===== src/shared/mmu_defines.svh =====
// offsets, field positions, reset values and decode constants
// assumes a 32-bit apb with byte addresses in the low eight bits
`ifndef MMU_DEFINES_SVH
`define MMU_DEFINES_SVH
// apb register byte offsets
`define OFS_SR0        8'h00
`define OFS_SR1        8'h04
`define OFS_SR2        8'h08
`define OFS_SR3        8'h0C
`define OFS_STAT       8'h10
`define OFS_PBASE      8'h40
`define OFS_PDESC      8'h60
// field positions
`define SR0_RELOC      0
`define DESC_ACC       7
`define DESC_WR        6
// reset values
`define SR_RST         16'h0000
// processor time state codes
`define TS_T1          3'h1
`define TS_T2          3'h2
`define TS_T3          3'h3
`define TS_T4          3'h4
`define TS_T5          3'h5
// internal register addresses
`define VA_SR0         16'hFF7A
`define VA_SR1         16'hFF7C
`define VA_SR2         16'hFF7E
`define PA_SR3         18'h3F54E
`define PA_PAGE_BLK    12'hFD3
`define VA_IO_PAGE     3'h7
`endif


===== src/shared/mmu_pkg.sv =====
// types shared by the register access block
// assumes mmu_defines.svh holds the numbers
package mmu_pkg;
   // read-back multiplexer select code
   typedef enum logic [1:0] {
      SEL_SR0  = 2'b00,
      SEL_SR1  = 2'b01,
      SEL_SR2  = 2'b10,
      SEL_PAGE = 2'b11
   } rb_sel_t;
   // memory cycle phase
   typedef enum logic {
      PH_ADDR = 1'b0,
      PH_DATA = 1'b1
   } phase_t;
   typedef logic [15:0] word_t;
endpackage


===== src/shared/pin_sync_if.sv =====
// bundle of raw pin levels and their synchronised copies
// assumes one clock for both sides
`timescale 1ns/1ps
`default_nettype none
interface pin_sync_if #(parameter int W = 59);
   logic [W-1:0] raw;   // pin levels
   logic [W-1:0] clean; // settled levels
   modport syn (input raw, output clean);
   modport usr (output raw, input clean);
endinterface
`default_nettype wire


===== src/design/pin_sync.sv =====
// three-stage pin synchroniser with agreement filter
// assumes raw levels from outside the MCLK domain
`timescale 1ns/1ps
`default_nettype none
module pin_sync #(parameter int W = 59) (
   input wire logic MCLK,  // system clock
   input wire logic RST_N, // sync reset, low
   pin_sync_if.syn  pins   // raw in, clean out
);
   logic [W-1:0] s1_ff; // first stage, read by s2 only
   logic [W-1:0] s2_ff; // second stage
   logic [W-1:0] s3_ff; // third stage
   logic [W-1:0] cl_ff; // accepted level

   ////////////////////////////////////////////////////////////////////
   // shift chain and per-bit agreement
   always_ff @(posedge MCLK) begin
      if (!RST_N) begin
         s1_ff <= '0;
         s2_ff <= '0;
         s3_ff <= '0;
         cl_ff <= '0;
      end else begin
         s1_ff <= pins.raw;
         s2_ff <= s1_ff;
         s3_ff <= s2_ff;
         // bit changes only once stages two and three agree
         cl_ff <= (~(s2_ff ^ s3_ff) & s3_ff) | ((s2_ff ^ s3_ff) & cl_ff);
      end
   end
   assign pins.clean = cl_ff;
endmodule
`default_nettype wire


===== src/design/mmu_reg_access.sv =====
// mmu internal register read-back and access timing
// assumes processor time-state pins and an apb master on MCLK
//
// The implementer's own choices: the register offsets and the APB register port.
`timescale 1ns/1ps
`default_nettype none
`include "mmu_defines.svh"
module mmu_reg_access (
   input  wire logic          MCLK,        // 25 MHz clock
   input  wire logic          RST_N,       // sync reset, low
   input  wire logic          PSEL,        // apb select
   input  wire logic          PENABLE,     // apb access phase
   input  wire logic          PWRITE,      // apb direction
   input  wire logic [7:0]    PADDR,       // apb byte address
   input  wire logic [31:0]   PWDATA,      // apb write data
   output logic      [31:0]   PRDATA,      // apb read data
   output logic               PREADY,      // apb ready
   output logic               PSLVERR,     // apb error
   input  wire logic [2:0]    TS,          // processor time state
   input  wire mmu_pkg::phase_t DPHASE,    // address or data phase
   input  wire logic          CYCLE_CTL,   // cycle control bit
   input  wire logic          BUS_YIELD,   // bus yield request
   input  wire logic [15:0]   VADDR,       // virtual address
   input  wire logic          WR_TXN,      // write transaction
   input  wire logic          SVC_BREAK,   // service break state
   input  wire logic          INSTR_LOAD,  // instr load field
   input  wire logic [15:0]   BUF_DATA,    // processor buffer reg
   input  wire logic          PAGE_ERR,    // paging error seen
   input  wire logic [15:0]   AUTO_MOD,    // register modify info
   input  wire logic          AUTO_VALID,  // modify info present
   output logic [15:0]        INT_BUS,     // internal data bus
   output logic               INT_BUS_OE,  // internal bus enable
   output logic               FAST_ACK,    // fast acknowledge
   output logic [17:0]        PHYS_ADDR    // physical address
);
   import mmu_pkg::*;

   ////////////////////////////////////////////////////////////////////
   // pin synchronisation
   pin_sync_if #(.W(59)) pins ();          // pin bundle
   assign pins.raw = {TS, DPHASE, CYCLE_CTL, BUS_YIELD, VADDR, WR_TXN,
                      SVC_BREAK, INSTR_LOAD, BUF_DATA, PAGE_ERR,
                      AUTO_MOD, AUTO_VALID};
   pin_sync #(.W(59)) u_sync (
      .MCLK  (MCLK),
      .RST_N (RST_N),
      .pins  (pins.syn)
   );
   logic [2:0]  ts;       // settled time state
   logic        ph_raw;   // settled phase bit
   phase_t      ph;       // settled phase
   logic        cyc;      // settled cycle bit
   logic        yld;      // settled yield
   logic [15:0] va;       // settled address
   logic        wr;       // settled direction
   logic        brk;      // settled break
   logic        ild;      // settled load field
   logic [15:0] bd;       // settled buffer data
   logic        perr;     // settled error
   logic [15:0] amod;     // settled modify info
   logic        aval;     // settled modify valid
   assign {ts, ph_raw, cyc, yld, va, wr, brk, ild, bd, perr, amod, aval} =
      pins.clean;
   assign ph = phase_t'(ph_raw); // enum needs an explicit cast

   ////////////////////////////////////////////////////////////////////
   // helpers
   // relocate: page base in 64-byte units plus page offset
   function automatic logic [17:0] reloc(input logic [15:0] v,
                                         input logic [15:0] b);
      reloc = {b[11:0], 6'h00} + {5'h00, v[12:0]};
   endfunction
   // status select code from address bits
   function automatic rb_sel_t sel_code(input logic [1:0] a,
                                        input logic pg);
      if (pg)
         sel_code = SEL_PAGE;
      else if (a == 2'h1)
         sel_code = SEL_SR0;
      else if (a == 2'h2)
         sel_code = SEL_SR1;
      else
         sel_code = SEL_SR2;
   endfunction

   ////////////////////////////////////////////////////////////////////
   // state
   word_t       sr0_ff;         // status zero
   word_t       sr1_ff;         // status one
   word_t       sr2_ff;         // status two
   word_t       sr3_ff;         // status three
   word_t       pbase_ff [8];   // page base regs
   word_t       pdesc_ff [8];   // page descriptor regs
   logic [2:0]  ts_prev_ff;     // last time state
   logic        shit_ff;        // status_reg_hit
   logic        phit_ff;        // page_reg_hit
   logic        sr3hit_ff;      // status three hit
   logic [2:0]  pidx_ff;        // page reg index
   logic        pbsel_ff;       // base (1) or descriptor (0)
   logic        fack_ff;        // fast_acknowledge
   logic        brk_dec_ff;     // decoded break state
   logic        ild_dec_ff;     // decoded load field
   logic        sr1_hold_ff;    // status one held clear
   logic        noerr_ff;       // no-error flag
   logic [15:0] bus_ff;         // bus data out
   logic        oe_ff;          // bus enable out
   logic [17:0] pa_ff;          // physical address out
   logic [31:0] prdata_ff;      // apb read data
   logic        pready_ff;      // apb ready
   logic        pslverr_ff;     // apb error

   ////////////////////////////////////////////////////////////////////
   // time state entry strobes
   logic [2:0]  ts_prev;        // alias for clarity
   assign ts_prev = ts_prev_ff;
   logic at_t1;                 // entered T1
   logic at_t2;                 // entered T2
   logic at_t3;                 // entered T3
   logic at_t4;                 // entered T4
   logic at_t5;                 // entered T5
   // events fire once, on the edge where the state changes
   assign at_t1 = (ts != ts_prev) && (ts == `TS_T1);
   assign at_t2 = (ts != ts_prev) && (ts == `TS_T2);
   assign at_t3 = (ts != ts_prev) && (ts == `TS_T3);
   assign at_t4 = (ts != ts_prev) && (ts == `TS_T4);
   assign at_t5 = (ts != ts_prev) && (ts == `TS_T5);
   logic is_addr;               // address-phase cycle
   assign is_addr = (ph == PH_ADDR);

   // previous time state
   always_ff @(posedge MCLK) begin
      if (!RST_N)
         ts_prev_ff <= 3'h0;
      else
         ts_prev_ff <= ts;
   end

   ////////////////////////////////////////////////////////////////////
   // address path
   logic        relocating;     // relocation enabled
   logic [17:0] pa_now;         // mapped address
   logic        io_page;        // top virtual page
   assign relocating = sr0_ff[`SR0_RELOC];
   assign io_page    = (va[15:13] == `VA_IO_PAGE);
   // kernel base drops out once the fast acknowledge is up
   assign pa_now = !relocating ? {2'h0, va} :
                   fack_ff ? {2'h0, va} :
                   reloc(va, pbase_ff[va[15:13]]);
   logic dec_stat;              // status address decoded
   logic dec_page;              // page reg decoded
   logic dec_sr3;               // status three decoded
   logic [17:0] pa_dec;         // address used for decode
   assign pa_dec   = (!relocating && io_page) ? {2'h3, va} : pa_now;
   // status hit looks only at the three status addresses
   assign dec_stat = (va == `VA_SR0) || (va == `VA_SR1) ||
                     (va == `VA_SR2);
   assign dec_page = (pa_dec[17:6] == `PA_PAGE_BLK);
   assign dec_sr3  = (pa_dec == `PA_SR3);

   ////////////////////////////////////////////////////////////////////
   // hit and acknowledge flops
   always_ff @(posedge MCLK) begin
      if (!RST_N) begin
         shit_ff   <= 1'b0;
         phit_ff   <= 1'b0;
         sr3hit_ff <= 1'b0;
         fack_ff   <= 1'b0;
         pidx_ff   <= 3'h0;
         pbsel_ff  <= 1'b0;
      end else if (is_addr && (ts == `TS_T1)) begin
         // held clear throughout address-phase T1
         shit_ff   <= 1'b0;
         phit_ff   <= 1'b0;
         sr3hit_ff <= 1'b0;
         fack_ff   <= 1'b0;
      end else if (is_addr && at_t5) begin
         shit_ff   <= dec_stat;
         phit_ff   <= dec_page;
         sr3hit_ff <= dec_sr3;
         // any internal register acknowledges as fast
         fack_ff   <= dec_stat | dec_page | dec_sr3;
         pidx_ff   <= va[3:1];
         pbsel_ff  <= va[5];
      end
   end

   ////////////////////////////////////////////////////////////////////
   // microstate decode, both phases
   always_ff @(posedge MCLK) begin
      if (!RST_N) begin
         brk_dec_ff <= 1'b0;
         ild_dec_ff <= 1'b0;
      end else if (at_t2) begin
         brk_dec_ff <= brk;
         ild_dec_ff <= ild;
      end
   end

   // status one clear hold until next cycle start
   always_ff @(posedge MCLK) begin
      if (!RST_N)
         sr1_hold_ff <= 1'b0;
      else if (at_t2 && (brk || ild))
         sr1_hold_ff <= 1'b1;
      else if (at_t1)
         sr1_hold_ff <= 1'b0;
   end

   // no-error flag at T1 of the following cycle
   always_ff @(posedge MCLK) begin
      if (!RST_N)
         noerr_ff <= 1'b1;
      else if (at_t1)
         noerr_ff <= !perr;
   end

   ////////////////////////////////////////////////////////////////////
   // apb decode
   logic       apb_wr;          // apb write accepted
   logic       apb_acc;         // access phase, not yet answered
   logic [7:0] apb_a;           // aligned offset
   logic       apb_pg;          // page reg window
   assign apb_acc = PSEL && PENABLE && !pready_ff;
   assign apb_wr  = apb_acc && PWRITE;
   assign apb_a   = {PADDR[7:2], 2'b00};
   assign apb_pg  = (apb_a >= `OFS_PBASE);

   ////////////////////////////////////////////////////////////////////
   // status registers
   logic sr0_prog;              // processor writes status zero
   // write permitted only with status hit already set
   assign sr0_prog = is_addr == 1'b0 && at_t3 && shit_ff && wr && cyc &&
                     (sel_code(va[2:1], 1'b0) == SEL_SR0);
   always_ff @(posedge MCLK) begin
      if (!RST_N) begin
         sr0_ff <= `SR_RST;
      end else if (sr0_prog) begin
         sr0_ff <= bd;
      end else if (!is_addr && at_t3 && relocating && noerr_ff &&
                   !fack_ff) begin
         sr0_ff[3:1] <= va[15:13];
      end else if (apb_wr && apb_a == `OFS_SR0) begin
         sr0_ff <= PWDATA[15:0];
      end
   end

   // status one: cleared while held, else modify info at T5
   always_ff @(posedge MCLK) begin
      if (!RST_N)
         sr1_ff <= `SR_RST;
      else if (sr1_hold_ff)
         sr1_ff <= `SR_RST;
      else if (at_t5 && aval)
         sr1_ff <= amod;
   end

   // status two: address of each new sequence at T4
   always_ff @(posedge MCLK) begin
      if (!RST_N)
         sr2_ff <= `SR_RST;
      else if (at_t4 && is_addr && (ild_dec_ff || brk_dec_ff))
         sr2_ff <= va;
   end

   // status three at data-phase T5
   always_ff @(posedge MCLK) begin
      if (!RST_N)
         sr3_ff <= `SR_RST;
      else if (!is_addr && at_t5 && sr3hit_ff && wr)
         sr3_ff <= bd;
      else if (apb_wr && apb_a == `OFS_SR3)
         sr3_ff <= PWDATA[15:0];
   end

   ////////////////////////////////////////////////////////////////////
   // page registers
   always_ff @(posedge MCLK) begin
      if (!RST_N) begin
         for (int i = 0; i < 8; i++) begin
            pbase_ff[i] <= `SR_RST;
            pdesc_ff[i] <= `SR_RST;
         end
      end else if (!is_addr && at_t4 && phit_ff && wr) begin
         // buffer data stored at data-phase T4
         if (pbsel_ff)
            pbase_ff[pidx_ff] <= bd;
         else
            pdesc_ff[pidx_ff] <= bd;
      end else if (is_addr && at_t5 && relocating && !dec_page) begin
         // access and written flags of the mapped page
         pdesc_ff[va[15:13]][`DESC_ACC] <= 1'b1;
         if (wr)
            pdesc_ff[va[15:13]][`DESC_WR] <= 1'b1;
      end else if (apb_wr && apb_pg) begin
         if (apb_a < `OFS_PDESC)
            pbase_ff[apb_a[4:2]] <= PWDATA[15:0];
         else
            pdesc_ff[apb_a[4:2]] <= PWDATA[15:0];
      end
   end

   ////////////////////////////////////////////////////////////////////
   // read-back multiplexer
   rb_sel_t sel;                // chosen source
   word_t   page_src;           // base or descriptor
   word_t   rb_word;            // selected word
   assign sel      = sel_code(va[2:1], phit_ff);
   assign page_src = pbsel_ff ? pbase_ff[pidx_ff] :
                                pdesc_ff[pidx_ff];
   always_comb begin
      unique case (sel)
         SEL_SR0:  rb_word = sr0_ff;
         SEL_SR1:  rb_word = sr1_ff;
         SEL_SR2:  rb_word = sr2_ff;
         SEL_PAGE: rb_word = page_src;
      endcase
   end

   // bus drive registered; yield assumed only for shared ops
   always_ff @(posedge MCLK) begin
      if (!RST_N) begin
         oe_ff  <= 1'b0;
         bus_ff <= 16'h0000;
      end else begin
         oe_ff  <= cyc && (shit_ff || phit_ff) && !yld;
         bus_ff <= (cyc && (shit_ff || phit_ff) && !yld && !wr) ?
                   rb_word : 16'h0000;
      end
   end

   // physical address out
   always_ff @(posedge MCLK) begin
      if (!RST_N)
         pa_ff <= 18'h00000;
      else
         pa_ff <= pa_now;
   end

   ////////////////////////////////////////////////////////////////////
   // apb slave: one wait state, error on unmapped offsets
   always_ff @(posedge MCLK) begin
      if (!RST_N) begin
         pready_ff  <= 1'b0;
         prdata_ff  <= 32'h00000000;
         pslverr_ff <= 1'b0;
      end else if (apb_acc) begin
         pready_ff  <= 1'b1;
         pslverr_ff <= 1'b0;
         prdata_ff  <= 32'h00000000;
         if (apb_pg && apb_a < `OFS_PDESC + 8'h20) begin
            prdata_ff[15:0] <= (apb_a < `OFS_PDESC) ?
               pbase_ff[apb_a[4:2]] : pdesc_ff[apb_a[4:2]];
         end else begin
            unique case (apb_a)
               `OFS_SR0:  prdata_ff[15:0] <= sr0_ff;
               `OFS_SR1:  prdata_ff[15:0] <= sr1_ff;
               `OFS_SR2:  prdata_ff[15:0] <= sr2_ff;
               `OFS_SR3:  prdata_ff[15:0] <= sr3_ff;
               `OFS_STAT: prdata_ff[7:0]  <= {fack_ff, phit_ff, shit_ff,
                                              noerr_ff, sr1_hold_ff, ts};
               default:   pslverr_ff      <= 1'b1;
            endcase
         end
      end else begin
         pready_ff  <= 1'b0;
         pslverr_ff <= 1'b0;
      end
   end

   ////////////////////////////////////////////////////////////////////
   // outputs
   assign PRDATA     = prdata_ff;
   assign PREADY     = pready_ff;
   assign PSLVERR    = pslverr_ff;
   assign INT_BUS    = bus_ff;
   assign INT_BUS_OE = oe_ff;
   assign FAST_ACK   = fack_ff;
   assign PHYS_ADDR  = pa_ff;
endmodule
`default_nettype wire


===== config.mk =====
export PLATFORM = sky130hd
export DESIGN_NAME = mmu_reg_access
export DESIGN_NICKNAME = d
export VERILOG_FILES = /design/src/shared/mmu_pkg.sv /design/src/shared/pin_sync_if.sv /design/src/design/pin_sync.sv /design/src/design/mmu_reg_access.sv
export VERILOG_INCLUDE_DIRS = /design/src /design/src/shared
export SDC_FILE = /design/constraint.sdc
export NUM_CORES = 1
export LEC_CHECK = 0
export BUFFER_PORTS_ARGS = -buffer_cell sky130_fd_sc_hd__buf_2
export CAP_MARGIN = 15
export CELL_PAD_IN_SITES_DETAIL_PLACEMENT = 0
export CELL_PAD_IN_SITES_GLOBAL_PLACEMENT = 2
export CORE_MARGIN = 2
export CORE_UTILIZATION = 45
export DETAILED_ROUTE_END_ITERATION = 16
export PLACE_DENSITY = 0.91
export SLEW_MARGIN = 20
export SYNTH_ARGS = -nofsm -noshare
export SYNTH_HDL_FRONTEND = slang
export SYNTH_SLANG_ARGS = --single-unit

===== constraint.sdc =====
create_clock -name MCLK -period 17.7 [get_ports MCLK]
set_input_delay 3.54 -clock MCLK [delete_from_list [all_inputs] [get_ports MCLK]]
set_output_delay 3.54 -clock MCLK [all_outputs]
set_load 0.01 [all_outputs]

==> metrics <==
max frequency=132.4 MHz; critical path's top delay family=buffers and inverters; RePlAce Congestion=~0.89; worst reg2reg path depth=17; Synth cell types=71; Residual DRC=0; initial antenna violation count=8; setup TNS=0 ps; worst path bufs/invs=4; Hold Path End=u_sync.s2_ff[43]; Area Growth Syn to Fin=12.59%; wire length per cell=around 26 um; Syn Area/Cell=12.23 um2; clk slew on worst S/H paths=around 60 ps; Slew Limit Fails=0; outcome=finished, final reports clean; final WL=85.75 mm; EDFF count, synth=~260; clock latency on the worst-skew pair=620 ps; clock sinks=627; vias in the first global route=19,990; Critical Path AT=7770 ps; placed cell area=29,970 um2; die area=about 65,000 um2; Net count, final=2,537; Tightest Pin Transition=1160 ps; CTS tree=yes; Die X=255.8 um; First-pass DRT Iterations=7; Final period util=42.68%; RSZ-0062 raised after global routing=false; post-route cell area=32,130 um2; fillers=5,526; Synth Cell Area=28,530 um2; Die Ht=255.8 um; Synth area leader=edfxtp_1; Hold Startpoint=u_sync.s1_ff[43]; detailed router's first-iteration violation count=2,414; layout cell share with drive strength beyond 1=26.60%; Worst setup SP type=input pin; asr flop ratio synth=0%; Initial Util=45.40%; Hold Path Depth=1; flop2flop setup slack=11,020 ps; Power Density=96.94 nW/um2; synthesis-stage register bit count=627; top-area cell type share of the netlist area=26.94%; Worst VDD drop=75.79 uV; synthesis warning total=0; H-tree Lvls=3; sequential area share after synthesis=52.97%; Vias=between 15,000 and 20,000; total gr overflow=0; Clock Skews=30.11 ps; slew margin rel.=22.46%; io pins=between 150 and 200; Worst EP required=17,920 ps; Post-synth top flop=dfxtp_1; Max stage delay on crit path=810 ps; HP Class=flip-flop to flip-flop; WHS=429.3 ps; Crit-path slowest cell=nand2_1; CP Capture Type=flip-flop; row cnt=92; clock root buffer=clkbuf_16; setup ws final=10,140 ps; final hold viol count=0; critical path type=input pin to flip-flop; Multi-input gate area=12,700 um2; Final Setup Violations=0; Inst Count DP=3,200; Cell Chain, Critical Path=buf_6 -> inv_4 -> nor3_1 -> o211ai_1 -> nor3_2 -> buf_4 -> a22oi_1 -> buf_4 -> nand2_1; post-cts sizing count=0; Core ar.=about 63,000 um2; post-route minimum period=7555 ps; Leak=11.11 nW; PortBufs=139; post-synthesis cell count=~2,300; HPWL Detailed=approximately 56 mm; Avg Vias per Cell=roughly 6.0; FF/Latch Area=15,120 um2; dpl ws=between 9000 and 10,000 ps; Max Cap Viol=0; Non-Filler Instances=3,325; synth top area cells=edfxtp_1 (27%), dfxtp_1 (26%), mux4_2 (16%), nor2_1 (4.1%), and2_1 (4.1%); CTS Hold Bufs=0; Routed Antenna Nets=0; Worst Path Max Fanout=127; cell mode on critical path=buf_4; endpoint of the worst-slack reg-to-reg timing path=pdesc_ff[2][1]; Setup Buffers After CTS=0; first-pass GRT wire length=127.3 mm; Longest Clk Path Bufs=3; largest net degree at the start of global routing=128; Total Routing Usage GR=26.15%; Inserted Clock Buffers=between 60 and 70
[cells by family after synthesis]
logic type	synth area share (%)
adders and majority gates	0.4648
buffers and inverters	3.052
other	0.01314
muxes	21.36
and+or+nand+nor	14.42
DFF	52.97
xor gates and xnor gates	0.2149
AOI/OAI and AO/OA	7.507
[worst max-delay path by stage]
stage / start / end / slack [ps] / cells past startpoint
floorplan: PADDR[2] / pbase_ff[0][0] / 10870 / 8
global placement: RST_N / pbase_ff[7][10] / 9700 / 8
detailed placement: RST_N / pbase_ff[7][13] / 9580 / 8
CTS: RST_N / pbase_ff[7][7] / 10220 / 8
global route: RST_N / pdesc_ff[2][10] / 10000 / 9
finish: RST_N / pdesc_ff[2][1] / 10140 / 9
[Yosys cell counts, types with 18 or more instances]
library cell / count
mux2_2: 29
buf_1: 29
nor3_1: 22
nand3_1: 32
a211oi_1: 39
mux4_2: 199
clkbuf_1: 110
nor2_2: 80
o22a_1: 18
a22oi_1: 30
nor2_1: 313
dfxtp_1: 371
o21ai_0: 65
nand2b_1: 19
and2_1: 187
nand2_1: 128
a21oi_1: 79
edfxtp_1: 256
mux2i_1: 88
[report_power, final]
group | switching [W] | internal, W
clock | 0.000591 | 0.000788
combinational | 0.000102 | 0.0000699
sequential | 0.0000214 | 0.00154
[per-stage QoR]
| step | power, W | util, % |
|---|---|---|
| after CTS | 0.003132 | 51.10 |
| after floorplan | 0.001695 | - |
| final | 0.003115 | 51.12 |
| after global routing | 0.003201 | 51.11 |
| after global placement | 0.001758 | 47.65 |
| after detailed placement | 0.001764 | 47.68 |
[layer usage]
layer,up-vias,global-route usage [%],wire [um]
met5,-,0,66
met4,10,11.91,4192
met3,211,7.061,9528
met2,1080,40.36,39050
met1,9911,34.53,32920
li1,8747,-,-
[cell usage in the layout (no fill, tap or decap), types with 6 or more instances in the layout]
| cell | Yosys | final |
|---|---|---|
| mux2i_1 | 88 | 87 |
| mux2i_4 | 13 | 14 |
| a221oi_1 | 10 | 10 |
| mux2i_2 | 6 | 6 |
| a311oi_1 | 8 | 8 |
| nand3_1 | 32 | 32 |
| a31oi_1 | 6 | 6 |
| buf_2 | 17 | 137 |
| nor2b_1 | 17 | 17 |
| mux2_2 | 29 | 29 |
| and2_1 | 187 | 187 |
| o21ai_1 | 6 | 6 |
| clkinv_1 | 0 | 6 |
| buf_4 | 16 | 46 |
| clkbuf_16 | 0 | 71 |
| a21oi_1 | 79 | 76 |
| nand4_1 | 7 | 7 |
| nand2b_1 | 19 | 19 |
| nor3_1 | 22 | 20 |
| ha_1 | 9 | 9 |
| nand2_1 | 128 | 124 |
| o211ai_1 | 6 | 6 |
| inv_1 | 14 | 14 |
| o21ai_0 | 65 | 65 |
| o221ai_1 | 9 | 9 |
| clkinv_2 | 0 | 10 |
| mux4_2 | 199 | 199 |
| o22a_1 | 18 | 18 |
| a22oi_1 | 30 | 30 |
| nor2_1 | 313 | 310 |
| edfxtp_1 | 256 | 256 |
| conb_1 | 1 | 16 |
| clkbuf_1 | 110 | 15 |
| dfxtp_1 | 371 | 368 |
| o221a_2 | 16 | 16 |
| nor2_2 | 80 | 82 |
| a211oi_1 | 39 | 39 |
[sequential cells by signal (all words and copies together) (netlist names), 18 cells and up, named ones only]
| name | count |
|---|---|
| u_sync.s3_ff | 59 |
| u_sync.s2_ff | 59 |
| PHYS_ADDR | 18 |
| pdesc_ff | 128 |
| pbase_ff | 128 |
| u_sync.s1_ff | 59 |
[cell type report]
cell class	instances	share of cell area, %
diodes	2	0.01558
clock buffers	91	5.892
clock inverters	32	0.7867
inverters	15	0.1830
multi-input cells	1528	39.52
flip-flops and latches	627	47.06
well taps	846	3.295
repair buffers	184	3.244
No activity file was read; power rests on OpenSTA's default activity.
